$ cat config.mk
export PLATFORM = sky130hd
export DESIGN_NAME = fwepr_device_flat
export DESIGN_NICKNAME = d
export VERILOG_FILES = /design/src/fwepr_pkg.sv /design/src/fwepr_if.sv /design/src/fwepr_device.sv /design/src/flat_wrapper.sv
export VERILOG_INCLUDE_DIRS = /design/src /design/src/src
export SDC_FILE = /design/constraint.sdc
export NUM_CORES = 1
export LEC_CHECK = 0
export BUFFER_PORTS_ARGS = -buffer_cell sky130_fd_sc_hd__buf_4
export CAP_MARGIN = 30
export CORE_MARGIN = 10
export CORE_UTILIZATION = 23
export DETAILED_ROUTE_END_ITERATION = 16
export GPL_TIMING_DRIVEN = 0
export PLACE_DENSITY = 0.49
export SKIP_CTS_REPAIR_TIMING = 1
export SLEW_MARGIN = 20
export SYNTH_ARGS = -nofsm -noshare
export SYNTH_HDL_FRONTEND = slang
export SYNTH_SLANG_ARGS = --single-unit
$ cat constraint.sdc
create_clock -name clock -period 3.4 [get_ports clock]
set_input_delay 0.68 -clock clock [delete_from_list [all_inputs] [get_ports clock]]
set_output_delay 0.68 -clock clock [all_outputs]
set_load 0.01 [all_outputs]
$ cat src/fwepr_defs.svh
// Constant definitions for the wrap, ECC status and protection registers
`ifndef FWEPR_DEFS_SVH
`define FWEPR_DEFS_SVH

// ----------------------------------------------------------------
// Opcodes
// ----------------------------------------------------------------
`define FWEPR_OP_GEN_RD 8'h65
`define FWEPR_OP_GEN_WR 8'h71
`define FWEPR_OP_BURST_SET 8'hc0
`define FWEPR_OP_ECC_RD_A 8'h18
`define FWEPR_OP_ECC_RD_B 8'h19
`define FWEPR_OP_PROT_RD 8'h2b
`define FWEPR_OP_PROT_PROG 8'h2f

// ----------------------------------------------------------------
// Generic register addresses
// ----------------------------------------------------------------
`define FWEPR_ADR_STATUS 24'h000000
`define FWEPR_ADR_WRAP_NV 24'h000005
`define FWEPR_ADR_WRAP_V 24'h800005
`define FWEPR_ADR_PROT 24'h000030

// ----------------------------------------------------------------
// Wrap configuration fields
// ----------------------------------------------------------------
`define FWEPR_WRAP_DIS_BIT 4
`define FWEPR_DRIVE_MSB 7
`define FWEPR_DRIVE_LSB 5
`define FWEPR_WLEN_MSB 1
`define FWEPR_WLEN_LSB 0
`define FWEPR_WRAP_MASK 8'hf3
`define FWEPR_WLEN_8 8'h08
`define FWEPR_WLEN_16 8'h10
`define FWEPR_WLEN_32 8'h20
`define FWEPR_WLEN_64 8'h40

// ----------------------------------------------------------------
// Status, ECC and protection fields
// ----------------------------------------------------------------
`define FWEPR_PERR_BIT 6
`define FWEPR_ECC_CODE_BIT 2
`define FWEPR_ECC_DATA_BIT 1
`define FWEPR_ECC_DIS_BIT 0
`define FWEPR_ECC_UNIT_SHIFT 4
`define FWEPR_PWD_LOCK_BIT 2
`define FWEPR_PST_LOCK_BIT 1
`define FWEPR_PROT_OPEN 2'h3
`define FWEPR_PROT_BOTH 2'h0

`endif

$ cat src/fwepr_pkg.sv
// Types shared by both ends of the register command link
package fwepr_pkg;

    // Kind of command the host user asks for
    typedef enum logic [2:0] {
        FWEPR_K_GEN_RD = 3'h0,
        FWEPR_K_GEN_WR = 3'h1,
        FWEPR_K_BURST_SET = 3'h2,
        FWEPR_K_ECC_RD = 3'h3,
        FWEPR_K_PROT_RD = 3'h4,
        FWEPR_K_PROT_PROG = 3'h5
    } fwepr_kind_t;

    // Host sequencer states, Gray coded
    typedef enum logic [1:0] {
        FWEPR_S_IDLE = 2'h0,
        FWEPR_S_WAIT = 2'h1
    } fwepr_state_t;

endpackage

$ cat src/fwepr_if.sv
// Command link between the host controller and the flash register bank
`timescale 1ns/1ps
interface fwepr_if;
    // Command from host
    logic cmd_valid;
    logic [7:0] cmd_op;
    logic [23:0] cmd_addr;
    logic [15:0] cmd_wdata;
    // Answer from device
    logic rsp_valid;
    logic [15:0] rsp_data;
    logic rsp_err;

    modport dev (
        input cmd_valid, cmd_op, cmd_addr, cmd_wdata,
        output rsp_valid, rsp_data, rsp_err
    );
    modport host (
        output cmd_valid, cmd_op, cmd_addr, cmd_wdata,
        input rsp_valid, rsp_data, rsp_err
    );
endinterface

$ cat src/fwepr_device.sv
// Flash-side register bank: burst wrap, ECC unit status, protection OTP
// Functional notes
// - Bit 4 zero enables wrap, one sequential
// - Wrap codes select 8, 16, 32, 64 bytes
// - Any reset reloads volatile wrap from twin
// - Wrap register via generic access and C0h
// - Drive select in bits 7:5, applied immediately
// - ECC read 18h/19h plus unit address
// - Each ECC unit covers sixteen data bytes
// - Status bit 2 flags code bit error
// - Status bit 1 flags corrected data error
// - Status bit 0 flags correction disabled
// - Status bits 7:3 arbitrary, host ignores them
// - ECC status read-only, hardware set, resets zero
// - Protection register is 16 OTP bits
// - Bit 2 zero selects password mode forever
// - Bit 1 zero selects persistent mode forever
// - Programming both lock bits zero is rejected
// - Programming allowed only while bits 2:1 open
// - Committed mode locks the whole register
// - Other OTP config also needs open state
// - Host programs OTP config before commit
// - Host commits mode during system configuration
// - Protection read 2Bh, program 2Fh, generic too
`timescale 1ns/1ps
`include "fwepr_defs.svh"
module fwepr_device #(
    parameter int ECC_UNITS = 16,
    parameter int UNIT_AW = 4
) (
    // Clock and reset
    input wire logic clock,
    input wire logic sys_rst,
    input wire logic soft_reset,
    // Command link
    fwepr_if.dev link,
    // Non-volatile images
    input wire logic [7:0] boot_wrap_cfg,
    input wire logic [15:0] prot_otp_cells,
    // ECC events from the read path
    input wire logic ecc_evt_valid,
    input wire logic [UNIT_AW-1:0] ecc_evt_unit,
    input wire logic ecc_evt_code_err,
    input wire logic ecc_evt_data_err,
    input wire logic ecc_evt_disabled,
    // Configuration outputs
    output logic [2:0] drive_sel,
    output logic wrap_enable,
    output logic [7:0] wrap_len_bytes,
    output logic prog_err_flag,
    output logic password_mode,
    output logic persistent_mode,
    // OTP burn requests
    output logic prot_burn_valid,
    output logic [15:0] prot_burn_data,
    output logic cfg_burn_valid,
    output logic [7:0] cfg_burn_data
);
    import fwepr_pkg::*;

    // ------------------------------------------------------------
    // State
    // ------------------------------------------------------------
    logic [7:0] wrap_cfg_q, wrap_cfg_d;
    logic load_q;
    logic perr_q, perr_d;
    logic [2:0] ecc_stat_q [ECC_UNITS];
    logic [4:0] noise_q;
    logic rsp_valid_q, rsp_err_q;
    logic [15:0] rsp_data_q, rd_data;

    // ------------------------------------------------------------
    // Command decode
    // ------------------------------------------------------------
    logic cmd, is_gen_rd, is_gen_wr, is_ecc, wrap_wr, prot_open;
    logic prot_req, prot_bad, cfg_req, cfg_bad, perr_clr;
    logic [UNIT_AW-1:0] unit_sel;
    logic [7:0] ecc_byte;

    assign cmd = link.cmd_valid;
    assign is_gen_rd = cmd && link.cmd_op == `FWEPR_OP_GEN_RD;
    assign is_gen_wr = cmd && link.cmd_op == `FWEPR_OP_GEN_WR;
    assign is_ecc = cmd && (link.cmd_op == `FWEPR_OP_ECC_RD_A ||
        link.cmd_op == `FWEPR_OP_ECC_RD_B);
    // Burst set and generic write both reach the volatile copy
    assign wrap_wr = cmd && (link.cmd_op == `FWEPR_OP_BURST_SET ||
        (is_gen_wr && link.cmd_addr == `FWEPR_ADR_WRAP_V));
    // Programming is only possible before a mode is committed
    assign prot_open = prot_otp_cells[`FWEPR_PWD_LOCK_BIT:
        `FWEPR_PST_LOCK_BIT] == `FWEPR_PROT_OPEN;
    assign prot_req = (cmd && link.cmd_op == `FWEPR_OP_PROT_PROG) ||
        (is_gen_wr && link.cmd_addr == `FWEPR_ADR_PROT);
    assign prot_bad = prot_req && (!prot_open ||
        link.cmd_wdata[`FWEPR_PWD_LOCK_BIT:`FWEPR_PST_LOCK_BIT] ==
        `FWEPR_PROT_BOTH);
    assign cfg_req = is_gen_wr && link.cmd_addr == `FWEPR_ADR_WRAP_NV;
    assign cfg_bad = cfg_req && !prot_open;
    assign perr_clr = is_gen_wr && link.cmd_addr == `FWEPR_ADR_STATUS &&
        !link.cmd_wdata[`FWEPR_PERR_BIT];
    // Sixteen-byte units: the byte address drops its low four bits
    assign unit_sel = link.cmd_addr[`FWEPR_ECC_UNIT_SHIFT +: UNIT_AW];

    // Status byte of the selected unit; upper bits are free noise
    assign ecc_byte = {noise_q, ecc_stat_q[unit_sel]};

    // ------------------------------------------------------------
    // Read data mux
    // ------------------------------------------------------------
    always_comb begin
        rd_data = 16'h0000;
        if (is_ecc) begin
            rd_data = {8'h00, ecc_byte};
        end else if (cmd && link.cmd_op == `FWEPR_OP_PROT_RD) begin
            rd_data = prot_otp_cells;
        end else if (is_gen_rd) begin
            unique case (link.cmd_addr)
                `FWEPR_ADR_STATUS: rd_data = {9'h000, perr_q, 6'h00};
                `FWEPR_ADR_WRAP_NV: rd_data = {8'h00, boot_wrap_cfg};
                `FWEPR_ADR_WRAP_V: rd_data = {8'h00, wrap_cfg_q};
                `FWEPR_ADR_PROT: rd_data = prot_otp_cells;
                default: rd_data = 16'h0000;
            endcase
        end
    end

    // ------------------------------------------------------------
    // Volatile wrap configuration
    // ------------------------------------------------------------
    // Reset load wins over a command in the same cycle
    always_comb begin
        wrap_cfg_d = wrap_cfg_q;
        if (load_q || soft_reset) begin
            wrap_cfg_d = boot_wrap_cfg & `FWEPR_WRAP_MASK;
        end else if (wrap_wr) begin
            wrap_cfg_d = link.cmd_wdata[7:0] & `FWEPR_WRAP_MASK;
        end
    end

    // The twin is a port, so the copy happens one edge after release
    always_ff @(posedge clock or posedge sys_rst) begin
        if (sys_rst) begin
            load_q <= 1'b1;
            wrap_cfg_q <= 8'h00;
        end else begin
            load_q <= 1'b0;
            wrap_cfg_q <= wrap_cfg_d;
        end
    end

    // Decoded outputs follow the next value so they land with it
    always_ff @(posedge clock or posedge sys_rst) begin
        if (sys_rst) begin
            drive_sel <= 3'h0;
            wrap_enable <= 1'b0;
            wrap_len_bytes <= `FWEPR_WLEN_8;
        end else begin
            drive_sel <= wrap_cfg_d[`FWEPR_DRIVE_MSB:`FWEPR_DRIVE_LSB];
            wrap_enable <= !wrap_cfg_d[`FWEPR_WRAP_DIS_BIT];
            unique case (wrap_cfg_d[`FWEPR_WLEN_MSB:`FWEPR_WLEN_LSB])
                2'h0: wrap_len_bytes <= `FWEPR_WLEN_8;
                2'h1: wrap_len_bytes <= `FWEPR_WLEN_16;
                2'h2: wrap_len_bytes <= `FWEPR_WLEN_32;
                2'h3: wrap_len_bytes <= `FWEPR_WLEN_64;
            endcase
        end
    end

    // ------------------------------------------------------------
    // ECC unit status
    // ------------------------------------------------------------
    // Sticky until reset; no command can touch these bits
    always_ff @(posedge clock or posedge sys_rst) begin
        if (sys_rst) begin
            for (int i = 0; i < ECC_UNITS; i++) begin
                ecc_stat_q[i] <= 3'h0;
            end
        end else if (ecc_evt_valid) begin
            ecc_stat_q[ecc_evt_unit] <= ecc_stat_q[ecc_evt_unit] |
                {ecc_evt_code_err, ecc_evt_data_err,
                ecc_evt_disabled};
        end
    end

    // Free-running filler so software cannot rely on reserved bits
    always_ff @(posedge clock or posedge sys_rst) begin
        if (sys_rst) begin
            noise_q <= 5'h00;
        end else begin
            noise_q <= noise_q + 5'h01;
        end
    end

    // ------------------------------------------------------------
    // Program error flag
    // ------------------------------------------------------------
    // A new error wins over a clear in the same cycle
    always_comb begin
        perr_d = perr_q;
        if (perr_clr) begin
            perr_d = 1'b0;
        end
        if (prot_bad || cfg_bad) begin
            perr_d = 1'b1;
        end
    end

    always_ff @(posedge clock or posedge sys_rst) begin
        if (sys_rst) begin
            perr_q <= 1'b0;
            prog_err_flag <= 1'b0;
        end else begin
            perr_q <= perr_d;
            prog_err_flag <= perr_d;
        end
    end

    // ------------------------------------------------------------
    // OTP burn requests and protection mode
    // ------------------------------------------------------------
    // OTP cells only go from one to zero, hence the AND
    always_ff @(posedge clock or posedge sys_rst) begin
        if (sys_rst) begin
            prot_burn_valid <= 1'b0;
            prot_burn_data <= 16'hffff;
            cfg_burn_valid <= 1'b0;
            cfg_burn_data <= 8'hff;
            password_mode <= 1'b0;
            persistent_mode <= 1'b0;
        end else begin
            prot_burn_valid <= prot_req && !prot_bad;
            prot_burn_data <= prot_otp_cells & link.cmd_wdata;
            cfg_burn_valid <= cfg_req && !cfg_bad;
            cfg_burn_data <= boot_wrap_cfg & link.cmd_wdata[7:0];
            password_mode <= !prot_otp_cells[`FWEPR_PWD_LOCK_BIT];
            persistent_mode <= !prot_otp_cells[`FWEPR_PST_LOCK_BIT];
        end
    end

    // ------------------------------------------------------------
    // Answer
    // ------------------------------------------------------------
    always_ff @(posedge clock or posedge sys_rst) begin
        if (sys_rst) begin
            rsp_valid_q <= 1'b0;
            rsp_data_q <= 16'h0000;
            rsp_err_q <= 1'b0;
        end else begin
            rsp_valid_q <= cmd;
            rsp_data_q <= rd_data;
            rsp_err_q <= prot_bad || cfg_bad;
        end
    end

    assign link.rsp_valid = rsp_valid_q;
    assign link.rsp_data = rsp_data_q;
    assign link.rsp_err = rsp_err_q;

endmodule

$ cat src/flat_wrapper.sv
// flat-port wrapper written by rule: the top's interface ports become plain ports
module fwepr_device_flat import fwepr_pkg::*;
#(
    parameter int ECC_UNITS = 16,
    parameter int UNIT_AW = 4
)
  (clock, sys_rst, soft_reset, boot_wrap_cfg, prot_otp_cells, ecc_evt_valid, ecc_evt_unit, ecc_evt_code_err, ecc_evt_data_err, ecc_evt_disabled, drive_sel, wrap_enable, wrap_len_bytes, prog_err_flag, password_mode, persistent_mode, prot_burn_valid, prot_burn_data, cfg_burn_valid, cfg_burn_data, link_cmd_valid, link_cmd_op, link_cmd_addr, link_cmd_wdata, link_rsp_valid, link_rsp_data, link_rsp_err);
  fwepr_if link_i ();
  input wire logic clock;
  input wire logic sys_rst;
  input wire logic soft_reset;
  input wire logic [7:0] boot_wrap_cfg;
  input wire logic [15:0] prot_otp_cells;
  input wire logic ecc_evt_valid;
  input wire logic [UNIT_AW-1:0] ecc_evt_unit;
  input wire logic ecc_evt_code_err;
  input wire logic ecc_evt_data_err;
  input wire logic ecc_evt_disabled;
  output logic [2:0] drive_sel;
  output logic wrap_enable;
  output logic [7:0] wrap_len_bytes;
  output logic prog_err_flag;
  output logic password_mode;
  output logic persistent_mode;
  output logic prot_burn_valid;
  output logic [15:0] prot_burn_data;
  output logic cfg_burn_valid;
  output logic [7:0] cfg_burn_data;
  input wire logic [$bits(link_i.cmd_valid)-1:0] link_cmd_valid;
  input wire logic [$bits(link_i.cmd_op)-1:0] link_cmd_op;
  input wire logic [$bits(link_i.cmd_addr)-1:0] link_cmd_addr;
  input wire logic [$bits(link_i.cmd_wdata)-1:0] link_cmd_wdata;
  output wire logic [$bits(link_i.rsp_valid)-1:0] link_rsp_valid;
  output wire logic [$bits(link_i.rsp_data)-1:0] link_rsp_data;
  output wire logic [$bits(link_i.rsp_err)-1:0] link_rsp_err;
  assign link_i.cmd_valid = link_cmd_valid;
  assign link_i.cmd_op = link_cmd_op;
  assign link_i.cmd_addr = link_cmd_addr;
  assign link_i.cmd_wdata = link_cmd_wdata;
  assign link_rsp_valid = link_i.rsp_valid;
  assign link_rsp_data = link_i.rsp_data;
  assign link_rsp_err = link_i.rsp_err;
  fwepr_device #(.ECC_UNITS(ECC_UNITS), .UNIT_AW(UNIT_AW)) u_core (.clock(clock), .sys_rst(sys_rst), .soft_reset(soft_reset), .link(link_i), .boot_wrap_cfg(boot_wrap_cfg), .prot_otp_cells(prot_otp_cells), .ecc_evt_valid(ecc_evt_valid), .ecc_evt_unit(ecc_evt_unit), .ecc_evt_code_err(ecc_evt_code_err), .ecc_evt_data_err(ecc_evt_data_err), .ecc_evt_disabled(ecc_evt_disabled), .drive_sel(drive_sel), .wrap_enable(wrap_enable), .wrap_len_bytes(wrap_len_bytes), .prog_err_flag(prog_err_flag), .password_mode(password_mode), .persistent_mode(persistent_mode), .prot_burn_valid(prot_burn_valid), .prot_burn_data(prot_burn_data), .cfg_burn_valid(cfg_burn_valid), .cfg_burn_data(cfg_burn_data));
endmodule
==> results.json <==
{
  "synth_top_cell_area_share_pct": 40.5,
  "die_h_um": 172,
  "critPathTopFamily": "buffers and inverters",
  "io_buffers": 135,
  "chipWidth_um": 172,
  "cp_num_buf_inv": 3,
  "worst-path-max-fanout": 10,
  "final_util_pct": 31.2,
  "fin_skew_ns": 0.00727,
  "grt_pass1_wl_um": 25600,
  "grt_pass1_vias": 4328,
  "final_nets": 695,
  "async_flop_share_pct": 100,
  "clk_latency_ns": 0.35,
  "via_count": 4170,
  "grt_max_degree": 26,
  "max_freq_ghz": 0.360,
  "path_cells": "clkbuf_1 -> clkbuf_1 -> mux4_1 -> mux4_2 -> nor2_4 -> buf_6 -> a21oi_1",
  "dr.pass1.iters": 5,
  "placedCellCount": 884,
  "synth.distinct_cells": 54,
  "finalInstanceArea_um2": 7090,
  "cts_root_buf": "clkbuf_16",
  "pre_cts_ws_ns": 0.257,
  "setup.worst_path.end_class": "register",
  "rsz0062_at_grt": "no",
  "antenna_found_initial": 0,
  "drt_iter0_markers": 322,
  "die-area_um2": 29600,
  "hpwl_um": 13400,
  "synth_seq_cells": 112,
  "drive_gt1_share_pct": 35.8,
  "wl_per_cell_um": 18.9,
  "synthFlopType": "dfrtp_1",
  "placed_area_um2": 6790,
  "numCtsBuffers": 9,
  "peakVddDrop_mv": 0.244,
  "diodes": 0,
  "max_slew_margin_pct": 41.0,
  "power_mw": 3.51,
  "fin_crit_sh_pct": 81.6,
  "clk_pin_slew_ns": 0.07,
  "max-cap-violations": 0,
  "tightestPinTransition_ns": 0.878,
  "power_density_nw_per_um2": 495,
  "clkSinkCount": 112,
  "synth.yosys.warnings": 0,
  "ant_nets": 0,
  "holdWs_ns": 0.379,
  "hold_path.class": "in -> async",
  "crit_path_start_kind": "primary input",
  "gp_congestion": 0.878,
  "drc_errors": 0,
  "crit_arrival_ns": 2.98,
  "yosys-top-cells-area": "dfrtp_1 (40%), dfstp_2 (13%), mux4_2 (7.6%)",
  "fp.coreArea_um2": 22700,
  "hold_violations": 0,
  "layout_setup_ws_ns": 0.625,
  "routed_via_density": 4.63,
  "area_growth_pct": 33.4,
  "syn-instance-count": 456,
  "postSynthAreaPerCell_um2": 11.7,
  "setup_viol": 0,
  "synth_area_leader_cell": "dfrtp_1",
  "synth_seq_area_share_pct": 53.3,
  "cts_tree": "yes",
  "gr-usage-all-layers_pct": 11.3,
  "outcome": "complete, no violations",
  "finalMaxSlewViolations": 0,
  "rows": 55,
  "ios": 143,
  "synth-edff-count": 0,
  "clk_path_buf_depth": 2,
  "wirelength_um": 17000,
  "floorplan.initialDensity_pct": 23.4,
  "p_leak_nw": 3.08,
  "synth_area_um2": 5320,
  "grt.overflow.total": 0,
  "instances_no_fill": 900,
  "tns_ns": 0,
  "critPathKind": "in -> reg",
  "cts_max_level": 3,
  "slowest_delay_ns": 0.51,
  "crit_path_top_delay_cell": "mux4_2",
  "path_common_cell": "clkbuf_1",
  "fin_crit_ns": 2.78,
  "required_ns": 3.60
}
==> kinds of logic (layout without fill, tap and decap cells) <==
| kind of cell | Yosys count | in the layout | synth area share (%) |
|---|---|---|---|
| AO/OA/AOI/OAI | 87 | 87 | 9.77 |
| AND/OR/NAND/NOR | 183 | 183 | 17.1 |
| other | 1 | 5 | 0.0706 |
| XOR/XNOR | 3 | 3 | 0.494 |
| multiplexers | 42 | 42 | 15.9 |
| buffers and inverters | 27 | 182 | 3.08 |
| adder cells (fa/ha/maj) | 1 | 1 | 0.235 |
| flip-flops | 112 | 112 | 53.3 |
==> layout make-up <==
cell class	count	area, µm²
multi-input combinational	321	2330
clock inverter	3	40.0
buffer	22	145
tap	285	357
timing repair buffer	139	1100
clock buffer	13	260
sequential	112	2840
fill	2312	15600
inverter	5	22.5
==> layout by cell type (no fill, tap or decap), drive strengths merged, types with 3 or more instances in the layout <==
master / n
a22oi: 5
a21oi: 44
dfrtp: 86
nor3: 10
mux4: 30
conb: 5
clkbuf: 20
a21o: 3
dfstp: 26
nand2: 27
nand4: 5
and2: 35
mux2i: 10
o21ai: 20
buf: 154
nor2: 69
nand2b: 3
nor4: 5
or3: 3
nand3: 11
inv: 4
==> worst paths after layout <==
check	start	to	slack [ns]	depth (start not counted)
max	ecc_evt_unit[1]	u_core.ecc_stat_q[11]	0.62	7
min	sys_rst	u_core.wrap_len_bytes[6]	0.38	2
min in group clock	link_cmd_valid	u_core.link.rsp_valid	0.49	1
min reg2reg	u_core.noise_q[4]	u_core.noise_q[4]	0.50	1
max reg2reg	u_core.ecc_stat_q[15]	u_core.ecc_stat_q[33]	1.08	5
max in group asynchronous	sys_rst	u_core.prot_burn_data[13]	2.06	5
==> Yosys cell counts (all sizes together), types with 10 or more instances <==
cell	instances
a21oi	44
and2	35
buf	15
dfrtp	86
dfstp	26
mux2i	10
mux4	30
nand2	27
nand3	11
nor2	69
nor3	10
o21ai	20
==> power breakdown <==
part,switching (mW),internal (mW),leakage [nW]
combinational,0.348,0.403,1.63
clock,0.481,0.611,0.150
sequential,0.134,1.53,1.30
==> per-layer routing <==
layer / vias to the layer above / routed length (µm) / global-route usage [%]
li1: 1956 / - / -
met1: 2055 / 7340 / 14.6
met2: 150 / 8380 / 18.5
met3: 9 / 1150 / 3.08
met4: 0 / 155 / 2.62
met5: - / 0 / 0
==> state kept, by name, indices dropped and copies added (netlist names) <==
name	count
u_core.cfg_burn_data	8
u_core.prot_burn_data	16
u_core.wrap_cfg_q	4
u_core.prot_burn_valid	1
u_core.cfg_burn_valid	1
u_core.wrap_enable	1
u_core.drive_sel	2
u_core.wrap_len_bytes	4
u_core.persistent_mode	1
u_core.link.rsp_data	16
u_core.noise_q	5
u_core.load_q	1
u_core.link.rsp_valid	1
u_core.password_mode	1
u_core.ecc_stat_q	48
u_core.link.rsp_err	1
u_core.prog_err_flag	1
(Power assumes the default switching activity.)
